## config.mk

```make
export PLATFORM = sky130hd
export DESIGN_NAME = subtract_w_from_file
export DESIGN_NICKNAME = d
export VERILOG_FILES = /design/src/verilog/sub_acc_pkg.sv /design/src/verilog/sub_acc_alu.sv /design/src/verilog/subtract_w_from_file.sv
export SDC_FILE = /design/constraint.sdc
export NUM_CORES = 1
export LEC_CHECK = 0
export BUFFER_PORTS_ARGS = -buffer_cell sky130_fd_sc_hd__buf_2
export CAP_MARGIN = 0
export CORE_MARGIN = 1.5
export CORE_UTILIZATION = 43
export CTS_CLUSTER_DIAMETER = 50
export CTS_CLUSTER_SIZE = 24
export DETAILED_ROUTE_END_ITERATION = 16
export HOLD_SLACK_MARGIN = 0.08
export PLACE_DENSITY = 0.72
export SYNTH_ARGS = -nofsm -noshare
export SYNTH_HDL_FRONTEND = slang
export SYNTH_SLANG_ARGS = --single-unit
```

## constraint.sdc

```tcl
create_clock -name core_clk_i -period 9.15 [get_ports core_clk_i]
set_input_delay 1.3725 -clock core_clk_i [delete_from_list [all_inputs] [get_ports core_clk_i]]
set_output_delay 1.3725 -clock core_clk_i [all_outputs]
set_load 0.1 [all_outputs]
```

## src/verilog/sub_acc_pkg.sv

```systemverilog
package sub_acc_pkg;

  // Instruction word layout.
  localparam int          INSN_W       = 14;
  localparam int          DATA_W       = 8;
  localparam int          ADDR_W       = 7;
  localparam int          OPC_W        = 6;
  localparam int          OPC_LSB      = 8;
  localparam int          DEST_BIT     = 7;
  localparam logic [5:0]  OPC_SUB_ACC  = 6'h02;
  localparam logic [6:0]  ADDR_MAX     = 7'h7F;

  // Values after reset.
  localparam logic [7:0]  ACC_RESET    = 8'h00;
  localparam logic        FLAG_RESET   = 1'b0;

  // Destination select values.
  localparam logic        DEST_ACC     = 1'b0;
  localparam logic        DEST_REG     = 1'b1;

  // Decoded instruction fields.
  typedef struct packed {
    logic        hit;
    logic        dest;
    logic [6:0]  addr;
  } decode_s;

  // Status flags touched by the operation.
  typedef struct packed {
    logic carry;
    logic nibble_carry_flag;
    logic zero;
  } flags_s;

  // Arithmetic result bundle.
  typedef struct packed {
    logic [7:0] diff;
    flags_s     flags;
  } result_s;

  // Write request towards the file register space.
  typedef struct packed {
    logic        en;
    logic [6:0]  addr;
    logic [7:0]  data;
  } reg_wr_s;

  typedef enum logic [1:0] {
    ST_IDLE = 2'b01,
    ST_EXEC = 2'b10
  } exec_state_e;

endpackage : sub_acc_pkg

```

## src/verilog/sub_acc_alu.sv

```systemverilog
`timescale 1ns/1ps
module sub_acc_alu (
  // Operands
  input  wire logic [7:0]          reg_val_i,
  input  wire logic [7:0]          acc_val_i,
  // Result
  output sub_acc_pkg::result_s     result_o
);

  logic [8:0] full;
  logic [4:0] low;

  // Adding the inverted accumulator plus one makes carry mean no borrow.
  always_comb begin
    full = {1'b0, reg_val_i} + {1'b0, ~acc_val_i} + 9'h001;  // [RQ2]
    low  = {1'b0, reg_val_i[3:0]} + {1'b0, ~acc_val_i[3:0]} + 5'h01;
    result_o.diff                    = full[7:0];  // [RQ1]
    result_o.flags.carry             = full[8];  // [RQ7] [RQ8] [RQ9]
    result_o.flags.nibble_carry_flag = low[4];  // [RQ10]
    result_o.flags.zero              = (full[7:0] == 8'h00);  // [RQ10]
  end

endmodule : sub_acc_alu

```

## src/verilog/subtract_w_from_file.sv

```systemverilog
`timescale 1ns/1ps
// Functional notes
// RQ1: Result is register value minus accumulator, sent to destination.
// RQ2: Eight-bit two's complement subtraction, wrapping modulo 256.
// RQ3: Decode 14-bit word 00_0010 d fffffff; bit 7 dest, bits 6..0 address.
// RQ4: Dest 0 writes accumulator, register left untouched.
// RQ5: Dest 1 writes register back, accumulator left untouched.
// RQ6: Address spans 0..127; destination is a single bit.
// RQ7: Carry set when register exceeds accumulator.
// RQ8: Carry set when register equals accumulator.
// RQ9: Carry cleared when accumulator exceeds register.
// RQ10: Zero flag from result; nibble carry set when no low-nibble borrow.
// RQ11: One word, one cycle; results visible to the next instruction.
module subtract_w_from_file (
  // Clock and reset
  input  wire logic                    core_clk_i,
  input  wire logic                    rst_i,
  // Instruction
  input  wire logic                    insn_valid_i,
  input  wire logic [13:0]             insn_i,
  // File register read port, combinational
  output logic      [6:0]              reg_rd_addr_o,
  input  wire logic [7:0]              reg_rd_data_i,
  // File register write port
  output sub_acc_pkg::reg_wr_s         reg_wr_o,
  // Accumulator and status
  output logic      [7:0]              acc_o,
  output sub_acc_pkg::flags_s          flags_o,
  output logic                         done_o
);

  // Decode.
  sub_acc_pkg::decode_s      dec;
  logic                      taken;
  logic                      to_acc;
  logic                      to_reg;

  // Operand path.
  logic                      fwd_hit;
  logic [7:0]                operand;
  sub_acc_pkg::result_s      res;

  // Architectural state and its next values.
  logic [7:0]                acc;
  logic [7:0]                next_acc;
  sub_acc_pkg::flags_s       flags;
  sub_acc_pkg::flags_s       next_flags;
  sub_acc_pkg::reg_wr_s      next_wr;
  logic                      next_done;

  // Sequencing.
  sub_acc_pkg::exec_state_e  state;
  sub_acc_pkg::exec_state_e  next_state;

  function automatic sub_acc_pkg::decode_s decode(
    input logic [13:0] w
  );
    sub_acc_pkg::decode_s d;
    d.hit  = (w[13:8] == sub_acc_pkg::OPC_SUB_ACC);  // [RQ3]
    d.dest = w[sub_acc_pkg::DEST_BIT];  // [RQ3] [RQ6]
    d.addr = w[6:0];  // [RQ6]
    return d;
  endfunction : decode

  function automatic logic same_addr(
    input logic [6:0] a,
    input logic [6:0] b
  );
    return (a == b);
  endfunction : same_addr

  function automatic logic goes_to(
    input sub_acc_pkg::decode_s d,
    input logic                 valid,
    input logic                 sel
  );
    return d.hit & valid & (d.dest == sel);
  endfunction : goes_to

  function automatic sub_acc_pkg::flags_s clear_flags();
    sub_acc_pkg::flags_s f;
    f.carry             = sub_acc_pkg::FLAG_RESET;
    f.nibble_carry_flag = sub_acc_pkg::FLAG_RESET;
    f.zero              = sub_acc_pkg::FLAG_RESET;
    return f;
  endfunction : clear_flags

  function automatic sub_acc_pkg::reg_wr_s idle_write();
    sub_acc_pkg::reg_wr_s r;
    r.en   = 1'b0;
    r.addr = 7'h00;
    r.data = 8'h00;
    return r;
  endfunction : idle_write

  always_comb begin
    dec    = decode(insn_i);
    taken  = dec.hit & insn_valid_i;  // [RQ3]
    to_acc = goes_to(dec, insn_valid_i, sub_acc_pkg::DEST_ACC);  // [RQ4]
    to_reg = goes_to(dec, insn_valid_i, sub_acc_pkg::DEST_REG);  // [RQ5]
  end

  // The read address follows the word directly so the operand is ready.
  always_comb begin
    reg_rd_addr_o = dec.addr;  // [RQ6]
  end

  // The file takes a write one cycle late, so a word that reads the register
  // written just before takes the pending data rather than the stale copy.
  always_comb begin
    fwd_hit = (state == sub_acc_pkg::ST_EXEC) && reg_wr_o.en &&
              same_addr(reg_wr_o.addr, dec.addr);  // [RQ11]
    if (fwd_hit) begin
      operand = reg_wr_o.data;  // [RQ11]
    end else begin
      operand = reg_rd_data_i;  // [RQ1]
    end
  end

  sub_acc_alu u_alu (
    .reg_val_i (operand),
    .acc_val_i (acc),
    .result_o  (res)
  );

  always_comb begin
    next_acc = acc;
    if (to_acc) begin
      next_acc = res.diff;  // [RQ1] [RQ2] [RQ4]
    end
  end

  always_comb begin
    next_flags = flags;
    if (taken) begin
      next_flags = res.flags;  // [RQ7] [RQ8] [RQ9] [RQ10]
    end
  end

  always_comb begin
    next_wr = idle_write();
    if (to_reg) begin
      next_wr.en   = 1'b1;  // [RQ5]
      next_wr.addr = dec.addr;  // [RQ5] [RQ6]
      next_wr.data = res.diff;  // [RQ1] [RQ2]
    end
  end

  // ST_EXEC marks the cycle in which a result is shown and may be forwarded.
  always_comb begin
    case (state)
      sub_acc_pkg::ST_IDLE: begin
        if (taken) begin
          next_state = sub_acc_pkg::ST_EXEC;  // [RQ11]
        end else begin
          next_state = sub_acc_pkg::ST_IDLE;
        end
      end
      sub_acc_pkg::ST_EXEC: begin
        if (taken) begin
          next_state = sub_acc_pkg::ST_EXEC;  // [RQ11]
        end else begin
          next_state = sub_acc_pkg::ST_IDLE;
        end
      end
      default: begin
        next_state = sub_acc_pkg::ST_IDLE;
      end
    endcase
  end

  always_comb begin
    next_done = (next_state == sub_acc_pkg::ST_EXEC);  // [RQ11]
  end

  // One edge commits every result, so the next word already sees it.
  always_ff @(posedge core_clk_i) begin
    if (rst_i) begin
      state <= sub_acc_pkg::ST_IDLE;
    end else begin
      state <= next_state;
    end
  end

  always_ff @(posedge core_clk_i) begin
    if (rst_i) begin
      acc <= sub_acc_pkg::ACC_RESET;
    end else begin
      acc <= next_acc;  // [RQ4] [RQ11]
    end
  end

  always_ff @(posedge core_clk_i) begin
    if (rst_i) begin
      flags <= clear_flags();
    end else begin
      flags <= next_flags;  // [RQ11]
    end
  end

  always_ff @(posedge core_clk_i) begin
    if (rst_i) begin
      reg_wr_o <= idle_write();
    end else begin
      reg_wr_o <= next_wr;  // [RQ5]
    end
  end

  always_ff @(posedge core_clk_i) begin
    if (rst_i) begin
      done_o <= 1'b0;
    end else begin
      done_o <= next_done;  // [RQ11]
    end
  end

  always_comb begin
    acc_o = acc;
  end

  always_comb begin
    flags_o = flags;
  end

endmodule : subtract_w_from_file

```

# --- Word level (Yosys, flattened, before mapping) ---
# Cells that the tools add are included.
totals:
  register_bits: 30
  wordCells: 34
  input_bits: 25
  out_inout_bits: 35
op_classes:
  n_eq_ne: 5
  addsub: 4
  bitwise: 7
  reduce_logical: 5
  n_mux: 4
op_table:
  columns: ["cell", "n"]
  rows:
  - ["$mux 16", 1]
  - ["$add 8x8->9", 1]
  - ["$add 9x1->9 const B", 1]
  - ["$logic_not 8->1", 1]
  - ["$mux 8", 1]
  - ["$not 8->8", 1]
  - ["$eq 7x7->1", 1]
  - ["$eq 6x2->1 const B", 1]
  - ["$add 4x4->5", 1]
  - ["$add 5x1->5 const B", 1]
  - ["$eq 2x2->1 const B", 2]
  - ["$mux 2", 2]
  - ["$not 4->4", 1]
  - ["$reduce_or 2->1", 2]
  - ["$and 1x1->1", 3]
  - ["$eq 2x1->1 const B", 1]
  - ["$logic_and 1x1->1", 2]
  - ["$not 1->1", 2]

# --- Longest topological paths before layout ---
# Gate-level depths: netlist of run 1.
logic_depth:
  depth_word: 7
  ltp_mapped: 14

# --- Modules after synthesis ---
# A second synthesis of run 1 with hierarchy kept.
unflattened:
  hier_cells: 155
  area_unflattened_um2: 1586.5
by_module_without_submodules:
  columns: ["module", "instances", "area_each_um2", "seq_area_each_um2", "cells_per_inst"]
  rows:
  - ["subtract_w_from_file", 1, 1192.4, 580.6, 105]
  - ["sub_acc_alu", 1, 394.1, 0.0, 50]

# --- Least setup slack after synthesis of run 1 ---
# OpenSTA, ideal clock, no wires.
synth_timing:
  path_kind: "input -> register"
  startpoint: "input insn_i[2]"
  endpoint: "register flags, in the netlist flags_o[0]"
  stages: 13
  arrival_ns: 4.033
  n_path_buf: 1
  slack_ns: 5.002
  cell_sequence: "xnor2_1 -> nand3_1 -> or4_1 -> buf_2 -> mux2i_1 -> ha_1 -> inv_1 -> fa_1 -> a21o_1 -> a221oi_1 -> xor2_1 -> a21boi_0 -> a31o_1"
synth_via:
  elab_chain_cells: 6
synth_lines:
  columns: ["element", "line_no", "text"]
  rows:
  - ["from (decl)", "subtract_w_from_file.sv:20", "input wire logic [13:0] insn_i,"]
  - ["$eq 7x7->1", "subtract_w_from_file.sv:69", "return (a == b);"]
  - ["$logic_and 1x1->1", "subtract_w_from_file.sv:111", "fwd_hit = (state == sub_acc_pkg::ST_EXEC) && reg_wr_o.en &&"]
  - ["$mux 8", "subtract_w_from_file.sv:113", "if (fwd_hit) begin"]
  - ["$add 8x8->9", "sub_acc_alu.sv:15", "full = {1'b0, reg_val_i} + {1'b0, ~acc_val_i} + 9'h001;"]
  - ["$add 9x1->9", "sub_acc_alu.sv:15", null]
  - ["$logic_not 8->1", "sub_acc_alu.sv:20", "result_o.flags.zero = (full[7:0] == 8'h00);"]
  - ["to (signal assigned)", "subtract_w_from_file.sv:195", "flags <= clear_flags();"]
  - ["to (signal assigned)", "subtract_w_from_file.sv:197", "flags <= next_flags;"]
  - ["to (decl)", "subtract_w_from_file.sv:46", "sub_acc_pkg::flags_s flags;"]
# Every way passes these cells.
# A chain may end at the register's enable or synchronous reset.

# --- Worst setup path after layout of run 1 ---
# Ends and elaborated chain as after synthesis.

==> results.md, run 1 <==
* Outcome: completed
* Layout cell share with drive strength beyond 1 at 0.374
* Initial Util at 0.446
* Starting DRC count in detailed routing at 39
* Initial antenna violation count at 0
* Worst Hold Class: reg2reg
* Worst skew pair latency at between 0.3 and 0.4 ns
* Synthesized cell area at roughly 0.0015 mm²
* Clock root buffer: clkbuf_4
* Hold Slack at slightly below 0.5 ns
* Die height at slightly above 60 µm
* P per Cell Area at 132 mW/mm²
* H-tree depth at 2
* Fin area at 0.00182 mm²
* Die Wd at roughly 60 µm
* Post-CTS Hold Buffers at 0
* Critical-path maximum fanout at 8
* M1 GR Usage at 0.250
* # IOs at 60
* Worst path arrival time at between 4 and 5 ns
* Warnings, synthesis at 0
* Postcts setup bufs at 0
* Sequential Area at 581 µm²
* Pre-Repair DR Iteration Count at 4
* Die area at 0.00382 mm²
* CTS tree: built
* Final #Nets at 245
* Final setup fails at 0
* Area occupied by multi-input gates at 793 µm²
* Global-route wire length before repair at 5170 µm
* Skew final at between 0.007 and 0.008 ns
* Synth Register Bits at 29
* Sink Count at 29
* Met3 GRT Util at 0.0455
* Worst vdd ir at 0.0803 mV
* Number of CTS-inserted buffers at 5
* Non-filler cells in the finished layout at about 260
* Max-cap viol count at 0
* Crit. End Element: flop
* Pleak at 0.896 nW
* Startpoint types: input port
* Final routed DRC violation total at 0
* Worst rel slew slack at 0.581
* Seq/Total Area, Yosys at 0.390
* Inst Count DP at roughly 250
* Post-cts resize count at 0
* FILL cells at between 300 and 400
* Total congestion overflow at 0
* Largest net degree at the start of global routing at 17
* Met2 Track Usage GR at 0.293
* GPL Wtd Cong at about 0.83
* Syn_area_per_cell at between 9 and 10 µm²
* # rows at 21
* Least-Margin Pin Slew at 0.626 ns
* Final Hold Vio Count at 0
* Gate Count Post-Synth at about 160
* DP HPWL at 2420 µm
* Routed vias at roughly 1300
* Buffers on Ports at 59
* Tmin final at approximately 4.3 ns
* RSZ-0062 raised after global routing: false
* Slew Viols, Final at 0
* Area leader, netlist: dfxtp_1
* Setup TNS at 0 ns
* Post-Route WL at about 3200 µm
* Yosys cell types at 39
* Top cells by area, synth: dfxtp_1, ha_1, mux2_2
* Vias in the first global route at approximately 1100
* Max Root-Sink Buffers at 2
* Routed length per instance at 12.5 µm
* Post-place setup slack at between 4 and 5 ns
* Area Overhead vs Synth at 22.3%
* Clock transition at path regs at about 0.090 ns
* Final Cycle Share at 0.466
* Required time worst endpoint at between 9 and 10 ns
* Number of diodes at 0
* Design Power at 0.240 mW
* DR vias/cell at 4.95
* Core area at about 0.0033 mm²
* Util after Layout at 0.545
* Top-area cell type share of the netlist area at 0.390
* Syn nets at ~190
* Antenna Violating Nets Remaining at 0
* Worst setup margin at approximately 5 ns
* Placed cell area at around 0.0018 mm²
* Busiest grt layer: met2
* Max Fclk at between 200 and 250 MHz
* Overall routing resource usage at 0.188
* Crit Path Category: in2reg
==> where the power goes <==
part	switching (mW)	leakage, nW	internal (mW)
Combinational	0.0285	0.630	0.0138
Sequential	0.000149	0.234	0.126
Clock	0.0425	0.0320	0.0292
==> critical path, cell delays in order <==
cell and delay [ns]:
buf_2 0.11, xnor2_1 0.15, nand3_1 0.08, or4_1 0.71, mux2i_1 0.26, ha_1 0.19, inv_1 0.05, fa_1 0.39
a21o_1 0.20, a221oi_1 0.36, xor2_1 0.27, a21boi_0 0.21, a31o_1 0.15
==> state kept, by name (all words and copies together) (netlist names) <==
signal,cells
acc_o,8
flags_o,3
reg_wr_o,16
state,2
==> routing by layer <==
| layer | routed length, µm | vias up |
|---|---|---|
| li1 | - | 652 |
| met1 | 1600 | 564 |
| met2 | 1370 | 48 |
| met3 | 191 | 8 |
| met4 | 46 | 0 |
| met5 | 0 | - |
==> kinds of logic after synthesis <==
family	Yosys count	share of synthesized area
muxes	10	0.0740
buffers and inverters	23	0.0765
AOI/OAI and AO/OA	26	0.120
xor gates and xnor gates	11	0.0648
adders and majority gates	10	0.0892
DFF	29	0.390
and+or+nand+nor	47	0.185
==> layout by cell type, fill, tap and decap left out, types with 5 or more instances in the layout <==
cell,synthesis,routed
a21oi_1,6,6
and3_1,13,13
buf_2,1,59
clkbuf_4,0,5
dfxtp_1,29,29
ha_1,9,9
inv_1,11,11
mux2_2,8,8
nor2_1,12,12
o21ai_0,6,6
xnor2_1,7,7
==> worst paths after layout <==
check	slack, ns	depth (start not counted)	from	end
max reg2reg	5.73	12	reg_wr_o[10]$_SDFF_PP0_	flags_o[0]$_SDFFE_PP0P_
max	4.88	13	insn_i[2]	flags_o[0]$_SDFFE_PP0P_
min reg2reg	0.49	2	acc_o[1]$_SDFFE_PP0P_	acc_o[1]$_SDFFE_PP0P_
min	0.49	2	acc_o[1]$_SDFFE_PP0P_	acc_o[1]$_SDFFE_PP0P_
==> layout make-up <==
type,instances,area share
Tap cell,46,0.0316
Clock inverter,2,0.00550
Clock buffer,6,0.0227
Timing Repair Buffer,59,0.162
Sequential cell,29,0.319
Multi-Input combinational cell,104,0.436
Inverter,11,0.0227
==> Yosys cell counts <==
cell type / instances
dfxtp_1: 29
and3_1: 13
nor2_1: 12
inv_1: 11
ha_1: 9
mux2_2: 8
buf_4: 7
xnor2_1: 7
a21oi_1: 6
o21ai_0: 6
clkbuf_1: 4
xor2_1: 4
a211oi_1: 3
nand3_1: 3
nor3_1: 3
a21o_1: 2
mux2i_1: 2
nand2_1: 2
nor2b_1: 2
o21a_1: 2
or3_1: 2
or4_1: 2
a211oi_2: 1
a21boi_0: 1
a221oi_1: 1
a31o_1: 1
and3b_1: 1
buf_2: 1
fa_1: 1
nand2_2: 1
nand2b_1: 1
nand4_1: 1
nor2_2: 1
nor3b_1: 1
nor4b_4: 1
o211a_1: 1
o31a_1: 1
o32a_1: 1
or2_2: 1
Power figures use the tool's default switching activity.
==> run 2: changes to the inputs <==
==> constraint.sdc (replaced) <==
create_clock -name core_clk_i -period 4.5 [get_ports core_clk_i]
set_input_delay 0.675 -clock core_clk_i [delete_from_list [all_inputs] [get_ports core_clk_i]]
set_output_delay 0.675 -clock core_clk_i [all_outputs]
set_load 0.1 [all_outputs]
==> results.md, run 2 (synthesis gave the netlist of run 1 again) <==
* Number of CTS-inserted buffers at 5 (unchanged)
* Final setup fails at 0 (unchanged)
* Setup TNS at 0 ns (unchanged)
* Required time worst endpoint at 4.78 ns (-4.64 ns)
* Overall routing resource usage at 0.182 (-0.00591)
* Total congestion overflow at 0 (unchanged)
* Post-cts resize count at 0 (unchanged)
* Max Root-Sink Buffers at 2 (unchanged)
* Worst path arrival time at 3.80 ns (-0.74 ns)
* Clock transition at path regs at 0.09 ns (about the same)
* Crit. End Element: flop
* Post-Route WL at 3130 µm (-2.3%)
* P_sw at 0.145 mW (+100%)
* H-tree depth at 2 (unchanged)
* Number of diodes at 0 (unchanged)
* Initial Util at 0.446 (unchanged)
* P per Cell Area at 304 mW/mm² (+130%)
* Worst vdd ir at 0.182 mV (+130%)
* Clock root buffer: clkbuf_4
* # IOs at 60 (unchanged)
* Final #Nets at 245 (unchanged)
* Sink Count at 29 (unchanged)
* Logic gate share of total power at 0.152 (-0.024)
* DR vias/cell at 4.99 (+0.79%)
* Internal power at 0.417 mW (+150%)
* Routed length per instance at 12.2 µm (-2.3%)
* Final routed DRC violation total at 0 (unchanged)
* Commonest non-fill, non-tap cells in the layout: buf_2, dfxtp_1, and3_1
* Antenna Violating Nets Remaining at 0 (unchanged)
* Final Cycle Share at 0.781
* Skew final at 0.00877 ns (+0.00157 ns)
* Clock group share of total power at 0.391 (+0.093)
* Pleak at 0.909 nW (+1.5%)
* Crit Path Category: in2reg
* FILL cells at 335 (+1.5%)
* Worst skew pair latency at 0.33 ns (about the same)
* Startpoint types: input port
* Post-CTS Hold Buffers at 0 (unchanged)
* # rows at 21 (unchanged)
* Initial antenna violation count at 0 (unchanged)
* Area occupied by multi-input gates at 793 µm² (unchanged)
* Outcome: completed
* Commonest non-fill, non-tap cell in the layout: buf_2
* Worst Hold Class: reg2reg
* Die area at 0.00382 mm² (unchanged)
* Hold Slack at 0.490 ns (-0.00382 ns)
* Tmin final at approximately 3.5 ns
* Critical-path maximum fanout at 8 (unchanged)
* Die height at 61.8 µm (unchanged)
* Switch share at 0.258 (-0.0378)
* Final Hold Vio Count at 0 (unchanged)
* Worst rel slew slack at 0.606 (+0.0247)
* Global-route wire length before repair at 4980 µm (-3.6%)
* GPL Wtd Cong at 0.830 (+0.17%)
* Die Wd at 61.8 µm (unchanged)
* Largest Register: reg_wr_o
* Core area at 0.00334 mm² (unchanged)
* Pre-Repair DR Iteration Count at 4 (unchanged)
* Starting DRC count in detailed routing at 37 (-5.1%)
* DP HPWL at 2430 µm (+0.60%)
* Slew Viols, Final at 0 (unchanged)
* Max-cap viol count at 0 (unchanged)
* Least-Margin Pin Slew at 0.589 ns (-0.0369 ns)
* Seq pwr share at 0.457 (-0.069)
* Max Fclk at ~280 MHz
* Layout cell share with drive strength beyond 1 at 0.374 (unchanged)
* Buffers on Ports at 59 (unchanged)
* Postcts setup bufs at 0 (unchanged)
* Largest net degree at the start of global routing at 17 (unchanged)
* Vias in the first global route at 1120 (-1.1%)
* Max FFs per register at 16 (unchanged)
* RSZ-0062 raised after global routing: false
* CTS tree: built
* Area Overhead vs Synth at 24.6%
* Routed vias at 1282 (+0.79%)
* Sequential Area at 581 µm² (unchanged)
==> run 2: cell types whose count changed in the layout (fill, tap and decap cells not counted) <==
cell       previous run  this run
clkbuf_8              0         1
clkinv_2              2         0
bufinv_16             0         1
==> run 2: layout make-up <==
cell class              instances  share of cell area
flip-flops and latches         29               0.313
inverters                      11              0.0223
clock buffers                   7              0.0297
well taps                      46              0.0311
clock inverters                 1              0.0162
multi-input cells             104               0.428
repair buffers                 59               0.159
==> run 2: final timing paths <==
path | start | to | slack (ns) | cells past startpoint
hold reg to reg | acc_o[1]$_SDFFE_PP0P_ | acc_o[1]$_SDFFE_PP0P_ | 0.49 | 2
setup / recovery | insn_i[2] | flags_o[0]$_SDFFE_PP0P_ | 0.98 | 13
hold / removal | acc_o[1]$_SDFFE_PP0P_ | acc_o[1]$_SDFFE_PP0P_ | 0.49 | 2
setup reg to reg | reg_wr_o[10]$_SDFF_PP0_ | flags_o[0]$_SDFFE_PP0P_ | 1.12 | 12
==> run 2: metal layers <==
| layer | up-vias | wire, µm | global-route usage |
|---|---|---|---|
| met4 | 0 | 37 | 0.0547 |
| met5 | - | 0 | 0 |
| met2 | 44 | 1340 | 0.290 |
| met3 | 6 | 204 | 0.0621 |
| met1 | 575 | 1550 | 0.233 |
| li1 | 657 | - | - |
==> run 2: power by group through the flow <==
stage | clock network (mW) | logic [mW] | registers (mW)
floorplan | 0 | 0.0618 | 0.267
global placement | 0 | 0.0847 | 0.263
detailed placement | 0 | 0.0851 | 0.263
CTS | 0.226 | 0.0854 | 0.257
global route | 0.238 | 0.0924 | 0.257
finish | 0.220 | 0.0853 | 0.257
==> run 2: worst max-delay path: stages <==
cell and delay, ns:
buf_2 0.11, xnor2_1 0.15, nand3_1 0.08, or4_1 0.70
mux2i_1 0.24, ha_1 0.18, inv_1 0.05, fa_1 0.39
a21o_1 0.20, a221oi_1 0.38, xor2_1 0.27, a21boi_0 0.21
a31o_1 0.16
==> run 2: metrics by stage <==
step	area, µm²	instances	setup slack, ns	util	power, mW
2_1_floorplan	1490	156	0.681	-	0.329
3_3_place_gp	1770	249	0.729	0.530	0.348
3_5_place_dp	1770	249	0.613	0.530	0.348
4_1_cts	1850	257	0.948	0.555	0.569
5_1_grt	1850	257	0.688	0.555	0.588
6_report	1850	257	0.985	0.555	0.563
==> run 3: changes to the inputs <==
==> constraint.sdc (replaced) <==
create_clock -name core_clk_i -period 3.6 [get_ports core_clk_i]
set_input_delay 0.54 -clock core_clk_i [delete_from_list [all_inputs] [get_ports core_clk_i]]
set_output_delay 0.54 -clock core_clk_i [all_outputs]
set_load 0.1 [all_outputs]
==> results.md, run 3 (synthesis gave the netlist of run 1 again) <==
* Commonest non-fill, non-tap cell in the layout: buf_2
* Crit. End Element: flop
* Global-route wire length before repair at 4880 µm (-2.1%)
* Cell class contributing the biggest share of worst-path delay: compound AO/OA/AOI/OAI gates
* Slowest stage cell, crit path: or4_1
* Final #Nets at 247 (+0.82%)
* Buffers on Ports at 59 (unchanged)
* Pre-Repair DR Iteration Count at 4 (unchanged)
* Max Root-Sink Buffers at 2 (unchanged)
* Area Overhead vs Synth at 25.7%
* Worst skew pair latency at 0.33 ns (about the same)
* Clock root buffer: clkbuf_4
* Startpoint types: input port
* Antenna Violating Nets Remaining at 0 (unchanged)
* Final Hold Vio Count at 0 (unchanged)
* Max Fclk at around 310 MHz
* Final routed DRC violation total at 0 (unchanged)
* Die area at 0.00382 mm² (unchanged)
* Post-Route WL at 3230 µm (+3.4%)
* Routed vias at 1296 (+1.1%)
* Critical-path maximum fanout at 5 (-3)
* Hold path start: insn_i[3]
* Crit Path Category: in2reg
* Pleak at 0.921 nW (+1.2%)
* Least-Margin Pin Slew at 0.590 ns (+0.000906 ns)
* Overall routing resource usage at 0.179 (-0.00241)
* Final setup fails at 0 (unchanged)
* Sink Count at 29 (unchanged)
* Layout cell share with drive strength beyond 1 at 0.432 (+0.0575)
* Number of diodes at 0 (unchanged)
* Skew final at 0.00349 ns (-0.00529 ns)
* Vias in the first global route at 1111 (-0.80%)
* Worst path arrival time at 3.55 ns (-0.25 ns)
* H-tree depth at 2 (unchanged)
* Initial Util at 0.446 (unchanged)
* Required time worst endpoint at 3.88 ns (-0.90 ns)
* DR vias/cell at 5.00 (+0.31%)
* Max-cap viol count at 0 (unchanged)
* RSZ-0062 raised after global routing: false
* # rows at 21 (unchanged)
* Largest net degree at the start of global routing at 17 (unchanged)
* Worst rel slew slack at 0.606 (about the same)
* Core area at 0.00334 mm² (unchanged)
* Worst Hold Class: in2reg
* Max FFs per register at 16 (unchanged)
* Total congestion overflow at 0 (unchanged)
* R2R Path Start: reg_wr_o[10]$_SDFF_PP0_
* P per Cell Area at 351 mW/mm² (+16%)
* # IOs at 60 (unchanged)
* Setup TNS at 0 ns (unchanged)
* Die Wd at 61.8 µm (unchanged)
* Die height at 61.8 µm (unchanged)
* Final Cycle Share at 0.907
* Util after Layout at 0.561 (+0.00525)
* Post-CTS Hold Buffers at 0 (unchanged)
* Slew Viols, Final at 0 (unchanged)
* Tmin final at ~3.3 ns
* Clock transition at path regs at 0.09 ns (about the same)
* CTS tree: built
* DP HPWL at 2420 µm (-0.25%)
* FILL cells at 321 (-4.2%)
* Setup crit start: insn_i[2]
* GPL Wtd Cong at 0.908 (+9.4%)
* Peak per-stage delay on the critical path at 0.62 ns (-0.08 ns)
* Commonest non-fill, non-tap cells in the layout: buf_2, dfxtp_1, and3_1
* Routed length per instance at 12.5 µm (+2.6%)
* Initial antenna violation count at 0 (unchanged)
* Largest Register: reg_wr_o
* Outcome: completed
* Number of CTS-inserted buffers at 5 (unchanged)
* Worst path cell trace: buf_2 > xnor2_1 > nand3_1 > or4_1 > mux2i_1 > ha_1 > inv_1 > fa_1 > a21o_1 > a221oi_2 > xor2_1 > a21boi_0 > a31o_1
* Starting DRC count in detailed routing at 46 (+24%)
* CP bufs+invs at 2 (unchanged)
* Worst vdd ir at 0.192 mV (+5.7%)
-- run 3: changes by cell type in the layout (fill, tap and decap cells not counted), sizes merged --
cell,delta
buf,+2
bufinv,-1
clkinv,+1
-- run 3: final timing paths --
check                             to  slack (ns)  cells after the start
max          flags_o[0]$_SDFFE_PP0P_        0.33                     13
min          reg_wr_o[11]$_SDFF_PP0_        0.47                      2
max reg2reg  flags_o[0]$_SDFFE_PP0P_        0.35                     12
min reg2reg    acc_o[1]$_SDFFE_PP0P_        0.50                      2
-- run 3: what timing repair did --
item / CTS / global route
buffers inserted: 0 / 0
gates resized for setup: 0 / 1
setup endpoints to repair: 0 / 1
-- run 3: power breakdown --
| group | internal (mW) | switching (mW) |
|---|---|---|
| registers | 0.321 | 0.000384 |
| logic | 0.0359 | 0.0727 |
| clock network | 0.113 | 0.114 |
-- run 3: layout make-up --
type | instances | area [µm²] | share of cell area
clock buffer | 7 | 65.1 | 0.0348
clock inverter | 1 | 5.00 | 0.00268
inverter | 11 | 41.3 | 0.0221
multi-input combinational | 104 | 800 | 0.427
sequential | 29 | 592 | 0.316
tap | 46 | 57.6 | 0.0308
timing repair buffer | 61 | 310 | 0.166
-- run 3: metrics by stage --
step | cells | hold WS [ns] | power, mW | area (µm²) | setup WS, ns
after floorplan | 156 | 0.515 | 0.411 | 1500 | 0.130
after global placement | 251 | 0.477 | 0.435 | 1790 | 0.0748
after detailed placement | 251 | 0.482 | 0.436 | 1790 | -0.116
after CTS | 259 | 0.464 | 0.660 | 1860 | 0.219
after global routing | 259 | 0.485 | 0.686 | 1870 | 0.0855
final | 259 | 0.465 | 0.657 | 1870 | 0.335
-- run 3: routing by layer --
| layer | up-vias | routed length (µm) | part of all wire | track usage |
|---|---|---|---|---|
| met5 | - | 0 | 0 | 0 |
| met4 | 0 | 57 | 0.018 | 0.0821 |
| met3 | 8 | 248 | 0.077 | 0.0518 |
| met2 | 54 | 1420 | 0.44 | 0.278 |
| met1 | 575 | 1500 | 0.46 | 0.231 |
| li1 | 659 | - | - | - |
